===== src/design/dast_pkg.sv =====
/*
  dast_pkg: constants for the debug authentication status register block.
  assumes: included before every design file of the block.
*/
package dast_pkg;
  // access decode of the coprocessor read form
  localparam logic [2:0] DAST_OPC1        = 3'h0;
  localparam logic [2:0] DAST_OPC2        = 3'h6;
  localparam logic [3:0] DAST_CRN         = 4'h7;
  localparam logic [3:0] DAST_CRM         = 4'he;
  localparam logic [3:0] DAST_COPROC      = 4'he;
  // field positions
  localparam int         DAST_HYP_NONINVASIVE_FIELD_LSB    = 10;
  localparam int         DAST_HID_LSB     = 8;
  localparam int         DAST_SECURE_NONINVASIVE_FIELD_LSB    = 6;
  localparam int         DAST_SID_LSB     = 4;
  localparam int         DAST_NONSECURE_NONINVASIVE_FIELD_LSB   = 2;
  localparam int         DAST_NONSECURE_INVASIVE_FIELD_LSB    = 0;
  // field codes
  localparam logic [1:0] DAST_CODE_NONE   = 2'h0;
  localparam logic [1:0] DAST_CODE_DIS    = 2'h2;
  localparam logic [1:0] DAST_CODE_EN     = 2'h3;
  // reset value of the output registers
  localparam logic [31:0] DAST_RESET_VAL  = 32'h0000_0000;
  // privilege levels as seen on the access port
  typedef enum logic [1:0] {DAST_LVL_USER, DAST_LVL_KERNEL, DAST_LVL_HYP} dast_level_e;
endpackage : dast_pkg


===== src/design/dast_if.sv =====
/*
  dast_if: bundle of authentication enables passed to the field encoder.
  assumes: one producer (top) and one consumer (encoder), same clock.
*/
`timescale 1ns/1ps
interface dast_if;
  logic hyp_present;
  logic hyp_sep_en;
  logic hyp_nid_en;
  logic hyp_id_en;
  logic ns_nid_en;
  logic ns_id_en;
  logic [31:0] value;
  modport src (output hyp_present, hyp_sep_en, hyp_nid_en, hyp_id_en, ns_nid_en, ns_id_en, input value);
  modport enc (input hyp_present, hyp_sep_en, hyp_nid_en, hyp_id_en, ns_nid_en, ns_id_en, output value);
endinterface : dast_if


===== src/design/dast_encode.sv =====
/*
  dast_encode: combinational encoder from live enables to the register word.
  assumes: enables already synchronised to the processor clock.
*/
`timescale 1ns/1ps
module dast_encode
  import dast_pkg::*;
(
  dast_if.enc a
);
  // hypervisor field: absent level gives 00; a present level always reads the upper bit
  // as one, and without a separate enable it can only report disabled
  function automatic logic [1:0] dast_hfield(input logic present, input logic sep, input logic en);
    logic [1:0] f;
    f = DAST_CODE_NONE;
    if (present)
    begin
      f = (sep && en) ? DAST_CODE_EN : DAST_CODE_DIS;
    end
    return f;
  endfunction : dast_hfield

  // assemble the word, upper bits forced to zero
  always_comb
  begin
    a.value = DAST_RESET_VAL;
    a.value[DAST_HYP_NONINVASIVE_FIELD_LSB +: 2]  = dast_hfield(a.hyp_present, a.hyp_sep_en, a.hyp_nid_en);
    a.value[DAST_HID_LSB +: 2]   = dast_hfield(a.hyp_present, a.hyp_sep_en, a.hyp_id_en);
    a.value[DAST_SECURE_NONINVASIVE_FIELD_LSB +: 2]  = DAST_CODE_NONE;
    a.value[DAST_SID_LSB +: 2]   = DAST_CODE_NONE;
    a.value[DAST_NONSECURE_NONINVASIVE_FIELD_LSB +: 2] = a.ns_nid_en ? DAST_CODE_EN : DAST_CODE_DIS;
    a.value[DAST_NONSECURE_INVASIVE_FIELD_LSB +: 2]  = a.ns_id_en ? DAST_CODE_EN : DAST_CODE_DIS;
  end
endmodule : dast_encode


===== src/design/dast_top.sv =====
/*
  dast_top: read-only debug authentication status register behind a
  coprocessor read port, with hypervisor trap of kernel-level reads.
  assumes: access request is a one-cycle pulse on mclk_i; authentication
  enables come from pins and are synchronised here.
*/
`timescale 1ns/1ps
// Notes on behaviour
// - hypervisor non-invasive field [11:10] is 00 without the level, 10 disabled or without separate enable, 11 enabled.
// - with the hypervisor level present, bit 11 always reads one.
// - with the hypervisor level absent, bits [11:10] read zero.
// - hypervisor invasive field [9:8] is 00 without the level, 10 disabled or without separate enable, 11 enabled.
// - with the hypervisor level present, bit 9 always reads one.
// - with the hypervisor level absent, bits [9:8] read zero.
// - secure non-invasive field [7:6] always reads 00.
// - secure invasive field [5:4] always reads 00.
// - non-secure non-invasive field [3:2] reads 10 when disabled and 11 when enabled.
// - non-secure invasive field [1:0] reads 10 when disabled and 11 when enabled.
// - only a coprocessor read with opc2 110, CRn 0111, CRm 1110 reaches the register; writes do not.
// - with the hypervisor level present and the trap bit set, kernel-level reads trap to hypervisor mode.
module dast_top
  import dast_pkg::*;
#(
  parameter bit HYP_PRESENT = 1'b1,
  parameter bit HYP_SEP_EN  = 1'b1
)
(
  input  wire logic        mclk_i,
  input  wire logic        rst_i,
  input  wire logic        acc_valid_i,
  input  wire logic        acc_read_i,
  input  wire logic [3:0]  acc_coproc_i,
  input  wire logic [2:0]  acc_opc1_i,
  input  wire logic [2:0]  acc_opc2_i,
  input  wire logic [3:0]  acc_crn_i,
  input  wire logic [3:0]  acc_crm_i,
  input  wire logic [1:0]  acc_level_i,
  input  wire logic        hyp_debug_access_trap_bit_i,
  input  wire logic        hyp_nid_en_i,
  input  wire logic        hyp_id_en_i,
  input  wire logic        ns_nid_en_i,
  input  wire logic        ns_id_en_i,
  output logic             rd_valid_o,
  output logic [31:0]      rd_data_o,
  output logic             trap_hyp_o,
  output logic             undef_o
);
  logic [3:0] sync1_reg;
  logic [3:0] sync2_reg;
  logic       hit;
  logic       trap;
  dast_if     bus ();

  // enables arrive from the authentication pins, two stages each
  always_ff @(posedge mclk_i or posedge rst_i)
  begin
    if (rst_i)
    begin
      sync1_reg <= 4'h0;
      sync2_reg <= 4'h0;
    end
    else
    begin
      sync1_reg <= {hyp_nid_en_i, hyp_id_en_i, ns_nid_en_i, ns_id_en_i};
      sync2_reg <= sync1_reg;
    end
  end

  assign bus.hyp_present = HYP_PRESENT;
  assign bus.hyp_sep_en  = HYP_SEP_EN;
  assign bus.hyp_nid_en  = sync2_reg[3];
  assign bus.hyp_id_en   = sync2_reg[2];
  assign bus.ns_nid_en   = sync2_reg[1];
  assign bus.ns_id_en    = sync2_reg[0];

  dast_encode u_enc (
    .a (bus.enc)
  );

  // decode: read and write forms both match; a write with the same fields is undefined
  assign hit = acc_valid_i && (acc_coproc_i == DAST_COPROC) && (acc_opc1_i == DAST_OPC1)
            && (acc_opc2_i == DAST_OPC2) && (acc_crn_i == DAST_CRN) && (acc_crm_i == DAST_CRM);
  assign trap = HYP_PRESENT && hyp_debug_access_trap_bit_i
             && (acc_level_i == DAST_LVL_KERNEL);

  // answer one cycle after the request; no state is held behind the word
  always_ff @(posedge mclk_i or posedge rst_i)
  begin
    if (rst_i)
    begin
      rd_valid_o <= 1'b0;
      rd_data_o  <= DAST_RESET_VAL;
      trap_hyp_o <= 1'b0;
      undef_o    <= 1'b0;
    end
    else
    begin
      rd_valid_o <= hit && acc_read_i && !trap;
      rd_data_o  <= (hit && acc_read_i && !trap) ? bus.value : DAST_RESET_VAL;
      trap_hyp_o <= hit && acc_read_i && trap;
      undef_o    <= hit && (!acc_read_i || acc_level_i == DAST_LVL_USER) && !(acc_read_i && trap);
    end
  end

  // user-level reads get data and a fault flag; the fault is what software acts on
  logic user_rd;
  assign user_rd = hit && acc_read_i && (acc_level_i == DAST_LVL_USER);

  // upper bits carry no state in any cycle
  a_upper_zero: assert property (@(posedge mclk_i) disable iff (rst_i)
    rd_data_o[31:12] == 20'h0)
    else $error("upper bits not zero");

  // hypervisor non-invasive upper bit follows the level being present
  a_hyp_noninvasive_field_upper: assert property (@(posedge mclk_i) disable iff (rst_i)
    rd_valid_o
    |-> rd_data_o[11] == HYP_PRESENT)
    else $error("hyp_noninvasive_field upper wrong");

  // hypervisor invasive upper bit follows the level being present
  a_hid_upper: assert property (@(posedge mclk_i) disable iff (rst_i)
    rd_valid_o
    |-> rd_data_o[9] == HYP_PRESENT)
    else $error("hid upper wrong");

  // both hypervisor fields vanish without the level
  a_hyp_absent: assert property (@(posedge mclk_i) disable iff (rst_i)
    rd_valid_o && !HYP_PRESENT
    |-> rd_data_o[11:8] == 4'h0)
    else $error("hyp fields not zero");

  // secure fields are not implemented
  a_secure_zero: assert property (@(posedge mclk_i) disable iff (rst_i)
    rd_data_o[7:4] == 4'h0)
    else $error("secure fields not zero");

  // non-secure fields are always implemented
  a_ns_fields: assert property (@(posedge mclk_i) disable iff (rst_i)
    rd_valid_o
    |-> rd_data_o[3] && rd_data_o[1])
    else $error("ns fields upper bit clear");

  // invasive field shows the enable seen at the request edge
  a_ns_inv: assert property (@(posedge mclk_i) disable iff (rst_i)
    hit && acc_read_i && !trap
    |=> rd_data_o[1:0] == {1'b1, $past(sync2_reg[0])})
    else $error("ns invasive mismatch");

  // trapped reads give no data
  a_trap_read: assert property (@(posedge mclk_i) disable iff (rst_i)
    hit && acc_read_i && trap
    |=> trap_hyp_o && !rd_valid_o)
    else $error("trap missed");

  // the write form never returns data
  a_no_write: assert property (@(posedge mclk_i) disable iff (rst_i)
    acc_valid_i && !acc_read_i
    |=> !rd_valid_o)
    else $error("write answered");

  // separate enable present: never the absent code
  a_hid_code: assert property (@(posedge mclk_i) disable iff (rst_i)
    rd_valid_o && HYP_PRESENT && HYP_SEP_EN
    |-> rd_data_o[9:8] != 2'h0)
    else $error("hid code");

  // separate enable present: never a reserved code
  a_hyp_noninvasive_field_code: assert property (@(posedge mclk_i) disable iff (rst_i)
    rd_valid_o && HYP_PRESENT && HYP_SEP_EN
    |-> rd_data_o[11:10] != 2'h1)
    else $error("hyp_noninvasive_field code");

  // reserved invasive code never shows
  a_hid_rsv: assert property (@(posedge mclk_i) disable iff (rst_i)
    rd_data_o[9:8] != 2'h1)
    else $error("hid reserved");

  // secure invasive field reads zero
  a_sid_zero: assert property (@(posedge mclk_i) disable iff (rst_i)
    rd_data_o[5:4] == 2'h0)
    else $error("sid not zero");

  // secure non-invasive field reads zero
  a_secure_nid: assert property (@(posedge mclk_i) disable iff (rst_i)
    rd_data_o[7:6] == 2'h0)
    else $error("secure_noninvasive_field not zero");

  // full hypervisor non-invasive code against the enable at the request edge
  a_hyp_noninvasive_field_value: assert property (@(posedge mclk_i) disable iff (rst_i)
    rd_valid_o
    |-> rd_data_o[11:10] == (HYP_PRESENT ? {1'b1, HYP_SEP_EN && $past(sync2_reg[3])} : 2'h0))
    else $error("hyp_noninvasive_field value wrong");

  // full hypervisor invasive code against the enable at the request edge
  a_hid_value: assert property (@(posedge mclk_i) disable iff (rst_i)
    rd_valid_o
    |-> rd_data_o[9:8] == (HYP_PRESENT ? {1'b1, HYP_SEP_EN && $past(sync2_reg[2])} : 2'h0))
    else $error("hid value wrong");

  // non-secure non-invasive code against the enable at the request edge
  a_nonsecure_noninvasive_field_value: assert property (@(posedge mclk_i) disable iff (rst_i)
    rd_valid_o
    |-> rd_data_o[3:2] == {1'b1, $past(sync2_reg[1])})
    else $error("nonsecure_noninvasive_field value wrong");

  // absent level: non-invasive field zero in every cycle
  a_hyp_noninvasive_field_absent: assert property (@(posedge mclk_i) disable iff (rst_i)
    !HYP_PRESENT
    |-> rd_data_o[11:10] == 2'h0)
    else $error("hyp_noninvasive_field not zero");

  // absent level: invasive field zero in every cycle
  a_hid_absent: assert property (@(posedge mclk_i) disable iff (rst_i)
    !HYP_PRESENT
    |-> rd_data_o[9:8] == 2'h0)
    else $error("hid not zero");

  // data bus stays quiet between answers
  a_idle_data: assert property (@(posedge mclk_i) disable iff (rst_i)
    !rd_valid_o
    |-> rd_data_o == 32'h0)
    else $error("data without valid");

  // a read is either answered or trapped, never both
  a_one_answer: assert property (@(posedge mclk_i) disable iff (rst_i)
    !(rd_valid_o && trap_hyp_o))
    else $error("answer and trap together");

  // every untrapped matching read is answered next cycle
  a_read_taken: assert property (@(posedge mclk_i) disable iff (rst_i)
    hit && acc_read_i && !trap
    |=> rd_valid_o)
    else $error("read not answered");

  // no answer without a matching read the cycle before
  a_valid_cause: assert property (@(posedge mclk_i) disable iff (rst_i)
    rd_valid_o
    |-> $past(hit && acc_read_i))
    else $error("answer without read");

  // a decode miss leaves every output low
  a_miss_silent: assert property (@(posedge mclk_i) disable iff (rst_i)
    acc_valid_i && !hit
    |=> !rd_valid_o && !trap_hyp_o && !undef_o)
    else $error("miss answered");

  // the write form is faulted, never trapped
  a_write_undef: assert property (@(posedge mclk_i) disable iff (rst_i)
    hit && !acc_read_i
    |=> undef_o && !trap_hyp_o)
    else $error("write not faulted");

  // hypervisor-level reads are never trapped
  a_hyp_no_trap: assert property (@(posedge mclk_i) disable iff (rst_i)
    hit && acc_read_i && (acc_level_i == DAST_LVL_HYP)
    |=> rd_valid_o && !trap_hyp_o)
    else $error("hyp read trapped");

  // a trap needs the level, the control bit and a kernel requester
  a_trap_cause: assert property (@(posedge mclk_i) disable iff (rst_i)
    trap_hyp_o
    |-> HYP_PRESENT && $past(hyp_debug_access_trap_bit_i && acc_level_i == DAST_LVL_KERNEL))
    else $error("trap without cause");

  // kernel reads pass while the control bit is clear
  a_kernel_open: assert property (@(posedge mclk_i) disable iff (rst_i)
    hit && acc_read_i && (acc_level_i == DAST_LVL_KERNEL) && !hyp_debug_access_trap_bit_i
    |=> rd_valid_o)
    else $error("kernel read blocked");

  // user reads are answered and flagged
  a_user_flag: assert property (@(posedge mclk_i) disable iff (rst_i)
    user_rd
    |=> undef_o && rd_valid_o)
    else $error("user read not flagged");

  // second sync stage only ever copies the first
  a_sync_stage: assert property (@(posedge mclk_i) disable iff (rst_i)
    sync2_reg == $past(sync1_reg))
    else $error("sync stage skipped");

  // fault flag only after a matching access
  a_undef_cause: assert property (@(posedge mclk_i) disable iff (rst_i)
    undef_o
    |-> $past(hit))
    else $error("fault without access");

  // a faulted read came from the user level
  a_undef_level: assert property (@(posedge mclk_i) disable iff (rst_i)
    undef_o && $past(acc_read_i)
    |-> $past(acc_level_i == DAST_LVL_USER))
    else $error("read fault at wrong level");

  // plain answered read
  c_read: cover property (@(posedge mclk_i) disable iff (rst_i) rd_valid_o);
  // kernel read sent to the hypervisor
  c_trap: cover property (@(posedge mclk_i) disable iff (rst_i) trap_hyp_o);
  // write form or user access faulted
  c_undef: cover property (@(posedge mclk_i) disable iff (rst_i) undef_o);
  // user-level read seen
  c_user: cover property (@(posedge mclk_i) disable iff (rst_i) user_rd);
  // read while invasive debug is enabled
  c_enabled: cover property (@(posedge mclk_i) disable iff (rst_i) rd_valid_o && rd_data_o[1:0] == 2'h3);
endmodule : dast_top


===== config.mk =====
export PLATFORM = sky130hd
export DESIGN_NAME = dast_top
export DESIGN_NICKNAME = d
export VERILOG_FILES = /design/src/design/dast_pkg.sv /design/src/design/dast_if.sv /design/src/design/dast_encode.sv /design/src/design/dast_top.sv
export SDC_FILE = /design/constraint.sdc
export NUM_CORES = 1
export LEC_CHECK = 0
export BUFFER_PORTS_ARGS = -buffer_cell sky130_fd_sc_hd__clkbuf_2
export CAP_MARGIN = 20
export CORE_ASPECT_RATIO = 0.7
export CORE_MARGIN = 5
export CORE_UTILIZATION = 47
export DETAILED_ROUTE_END_ITERATION = 8
export PLACE_DENSITY = 0.77
export RECOVER_POWER = 25
export SLEW_MARGIN = 10
export SYNTH_ARGS = -nofsm -noshare
export SYNTH_HDL_FRONTEND = slang
export SYNTH_HIERARCHICAL = 1
export SYNTH_SLANG_ARGS = --single-unit

===== constraint.sdc =====
create_clock -name mclk_i -period 1.15 [get_ports mclk_i]
set_input_delay 0.115 -clock mclk_i [delete_from_list [all_inputs] [get_ports mclk_i]]
set_output_delay 0.115 -clock mclk_i [all_outputs]
set_load 0.005 [all_outputs]

# ---- Word level (Yosys, flattened, before mapping)
# Index checks and enable logic that the tools add are counted.
dict set report totals {
  regBits 23
  output_inout_bits 35
}
dict set report classes {
  eq_ne 5
  n_reduce_logical 18
  mux 5
}
# cell count
set op_table {}
lappend op_table {{$logic_and 1x1->1} 12}
lappend op_table {{$mux 12} 1}
lappend op_table {{$eq 4x4->1 const B} 2}
lappend op_table {{$eq 4x3->1 const B} 1}
lappend op_table {{$mux 1} 4}
lappend op_table {{$eq 3x3->1 const B} 1}
lappend op_table {{$logic_not 1->1} 3}
lappend op_table {{$logic_not 3->1} 1}
lappend op_table {{$eq 2x1->1 const B} 1}
lappend op_table {{$logic_not 2->1} 1}
lappend op_table {{$logic_or 1x1->1} 1}

# ---- Depth between registers and ports, before layout
dict set report depth {
  depth_word 9
  ltp_mapped 5
  mapped_depth_nobuf 3
}

# ---- By module
# Netlist, hierarchy kept.
# mod area_each_um2 cells_each instances seq_area_each_um2
set by_module_without_submodules {}
lappend by_module_without_submodules {dast_top 1835.5 136 1 1076.0}
lappend by_module_without_submodules {dast_encode 245.2 34 1 0.0}

# ---- Worst setup path before layout
# OpenSTA, ideal clock, no wires.
dict set report synth_path {
  path_kind {input to register}
  start {in acc_crn_i[3]}
  end {reg rd_data_o[10]}
  setup_ps 95
  n_path_buf 1
  t_arrival_ps 980
  cell_stages 4
  required_ps 1055
  slack_ps 75
  cell_sequence {and4bb_1 nand4_4 buf_6 nor4_4}
}
dict set report synth_between {
  elab_chain_len 6
}
# element line
set synth_lines {}
lappend synth_lines {{start: declaration} dast_top.sv:35} ;# input wire logic [3:0] acc_crn_i,
lappend synth_lines {{$eq 4x3->1} dast_top.sv:82} ;# && (acc_opc2_i == DAST_OPC2) && (acc_crn_i == DAST_CRN) && (acc_crm_i == DAST_CRM);
lappend synth_lines {{$logic_and 1x1->1 (2 in series)} dast_top.sv:82}
lappend synth_lines {{$logic_and 1x1->1} -}
lappend synth_lines {{$logic_and 1x1->1} dast_top.sv:99} ;# rd_data_o <= (hit && acc_read_i && !trap) ? bus.value : DAST_RESET_VAL;
lappend synth_lines {{$mux 12} dast_top.sv:99}
lappend synth_lines {{end signal: assignment} dast_top.sv:99}
lappend synth_lines {{end: declaration} dast_top.sv:44} ;# output logic [31:0] rd_data_o,
# No other way between the ends.

# ---- Worst setup path in the final report
dict set report layout_path {
  start {in acc_opc1_i[1]}
  end {reg rd_data_o[2]}
}
dict set report layout_between {
  elab_chain_len 8
}
# element line
set layout_lines {}
lappend layout_lines {{start: declaration} dast_top.sv:33} ;# input wire logic [2:0] acc_opc1_i,
lappend layout_lines {{$logic_not 3->1} dast_top.sv:81} ;# assign hit = acc_valid_i && (acc_coproc_i == DAST_COPROC) && (acc_opc1_i == DAST_OPC1)
lappend layout_lines {{$logic_and 1x1->1} dast_top.sv:81}
lappend layout_lines {{$logic_and 1x1->1 (3 in series)} dast_top.sv:82}
lappend layout_lines {{$logic_and 1x1->1} -}
lappend layout_lines {{$logic_and 1x1->1} dast_top.sv:99}
lappend layout_lines {{$mux 12} dast_top.sv:99}
# No other way between the ends.

==> flow_summary.toml <==
[pwr]
max-vdd-ir-drop_v = 0.000684
powerDensity_nw_per_um2 = 1160
p_leak_nw = 1.25
p_total_mw = 2.94

[synth]
synth_mux_area_share_pct = 0
synth_compound_area_share_pct = 0.361
synth_top_family_by_area = "simple AND/OR/NAND/NOR gates"
syn_area_per_cell_um2 = 12.2
syn-cell-area_um2 = 2080
syn_inst = 170
synth_seq_cells = 43
synth_fa_ha_area_share_pct = 0
yosysUniqueCellTypes = 21
synth-xor-area-share_pct = 0
ys_seq_area_share_pct = 51.7
yosys_warnings = 6
yosys.area_share.simple_pct = 31.8

[critical_path]
worst_path_max_delay_cell = "nor4_2"
crit_chain = "clkbuf_2, and4bb_1, nand3_4, nor4_2"
path_class = "input pin to flop"
crit_required_ps = 1350
critical_path.max_fanout = 19
cp-start-kind = "input pin"
setup.worst_path.end_class = "flop"
critPathArrivalTime_ps = 1120
slowest_delay_ps = 350

[place]
postPlaceCellArea_um2 = 2390
pre_cts_ws_ps = -83.8
gp_congestion = 0.729
dp.final_hpwl_mm = 2.53
port_buffers = 63

[clocking]
root_buffer = "clkbuf_8"
path_clk_slew_ps = 80
worstSkewPairLatency_ps = 290
htreeDepth = 2
cts_tree = "built"
clock_sinks = 43
postCtsSetupRepairBufs = 0
cts_buffer_depth = 2
cts_buffers = 5

[timing]
layout_setup_ws_ps = 227
fin_crit_sh_pct = 80.2
hold_violations = 0
tightest_slew_ps = 562
setup-violations-final = 0
period_minus_slack_ps = 923
tns_ps = 0
fin_skew_ps = 0.751
slew_headroom_pct = 62.5
worst_hold_slack_ps = 87.0
rsz0062_at_grt = "no"
drv_slew = 0
timing.fmax_mhz = 1080

[min_path]
hold_path_class = "input pin to flop"

[routing]
drc = 0
drt_iter0_markers = 56
first_pass_iters = 4
vias_per_cell = 4.52
drt_wl_total_mm = 3.65
drtAntennaViolNets = 0
wl_per_cell_um = 12.2
dr_total_vias = 1351

[die]
row_count = 20
die_area_um2 = 5880
die_h_um = 65.7
initial_core_util_pct = 48.3
top_level_ports = 64
die_w_um = 89.5
coreArea_um2 = 4300

[global_route]
grtUsageTotal_pct = 14.2
grt-busiest-layer = "met2"
antenna_found_initial = 0
grtUsageMet2_pct = 23.3
grt_use_met3_pct = 4.51
grt_max_degree = 44
overflow = 0
use_met1_pct = 17.3
grt_pass1_wl_mm = 6.28
grt_pass1_vias = 1344

[final_layout]
largest_reg_flops = 32
layout-drive-gt1-share_pct = 48.4
diodes = 0
area_growth_pct = 22.3
final_area_um2 = 2540
layout.nets = 272

[run_status]
outcome = "finished clean"

[job]
maxCapViolCount = 0
metrics by stage:
| stage | utilization [%] | instances |
|---|---|---|
| after floorplan | - | 199 |
| after global placement | 55.5 | 286 |
| after detailed placement | 55.5 | 286 |
| after CTS | 59.4 | 299 |
| after global routing | 59.1 | 299 |
| final | 59.1 | 299 |
worst paths after layout:
path	end	depth (start not counted)	from	slack, ps
max	rd_data_o[2]	4	acc_opc1_i[1]	230
min	undef_o	3	acc_level_i[0]	90
max reg2reg	rd_data_o[10]	3	sync2_reg[3]	360
min reg2reg	sync2_reg[3]	0	sync1_reg[3]	350
max in group asynchronous	rd_data_o[12]	4	rst_i	250
min in group asynchronous	sync2_reg[0]	4	rst_i	530
where the power goes:
group / internal, mW / switching, mW
combinational: 0.0860 / 0.130
sequential: 1.52 / 0.00325
clock: 0.703 / 0.497
Yosys cell counts:
| cell type | n | area, µm² |
|---|---|---|
| inv_1 | 1 | 3.75 |
| and4bb_1 | 2 | 25.0 |
| and4bb_2 | 1 | 12.5 |
| o21a_1 | 1 | 7.51 |
| nor4b_2 | 1 | 15.0 |
| conb_1 | 3 | 11.3 |
| nor4_2 | 25 | 313 |
| buf_4 | 32 | 240 |
| nand2_1 | 33 | 124 |
| nand3_4 | 1 | 17.5 |
| nor4_1 | 4 | 25.0 |
| nor3_1 | 2 | 10.0 |
| nor4_4 | 3 | 63.8 |
| and2b_1 | 1 | 7.51 |
| nand4_4 | 1 | 21.3 |
| clkbuf_1 | 4 | 15.0 |
| dfrtp_1 | 43 | 1080 |
| buf_6 | 4 | 45.0 |
| and3_1 | 3 | 18.8 |
| buf_2 | 4 | 20.0 |
| and3b_1 | 1 | 8.76 |
layout make-up:
type	count	area, µm²
Clock inverter	2	35.0
Tap cell	55	68.8
Clock buffer	6	82.6
Timing Repair Buffer	81	488
Fill cell	398	1760
Multi-Input combinational cell	111	791
Inverter	1	3.75
Sequential cell	43	1080
timing repair:
action	in CTS	in global routing
endpoints found under the setup margin	0	0
endpoints found under the hold margin	47	0
gates resized for setup	0	0
hold buffers	5	0
routing by layer:
metal / vias to the layer above / wire [µm]
met5: - / 0
met4: 0 / 45
met3: 5 / 294
met2: 51 / 1730
met1: 635 / 1580
li1: 660 / -
placed cells by master (no fill, tap or decap):
cell	instances
and2b_1	1
and3_1	3
and3b_2	1
and4bb_1	2
and4bb_2	1
buf_12	2
buf_4	10
bufinv_16	1
clkbuf_2	63
clkbuf_4	1
clkbuf_8	6
clkinv_2	1
conb_1	32
dfrtp_1	43
dlygate4sd3_1	5
inv_2	1
nand2_1	33
nand3_4	1
nand4_4	1
nor3_1	2
nor4_1	4
nor4_2	25
nor4_4	3
nor4b_2	1
o21a_1	1
cell families after synthesis:
| group | after synthesis |
|---|---|
| buf+inv | 45 |
| other cells | 3 |
| compound gates | 1 |
| simple gates | 78 |
| flops | 43 |
worst max-delay path: cells and delay by family:
family	cells	cell delay, ps
buffers and inverters	1	80
AND/OR/NAND/NOR	3	920
Note: power is estimated with default switching activity, not from simulation.
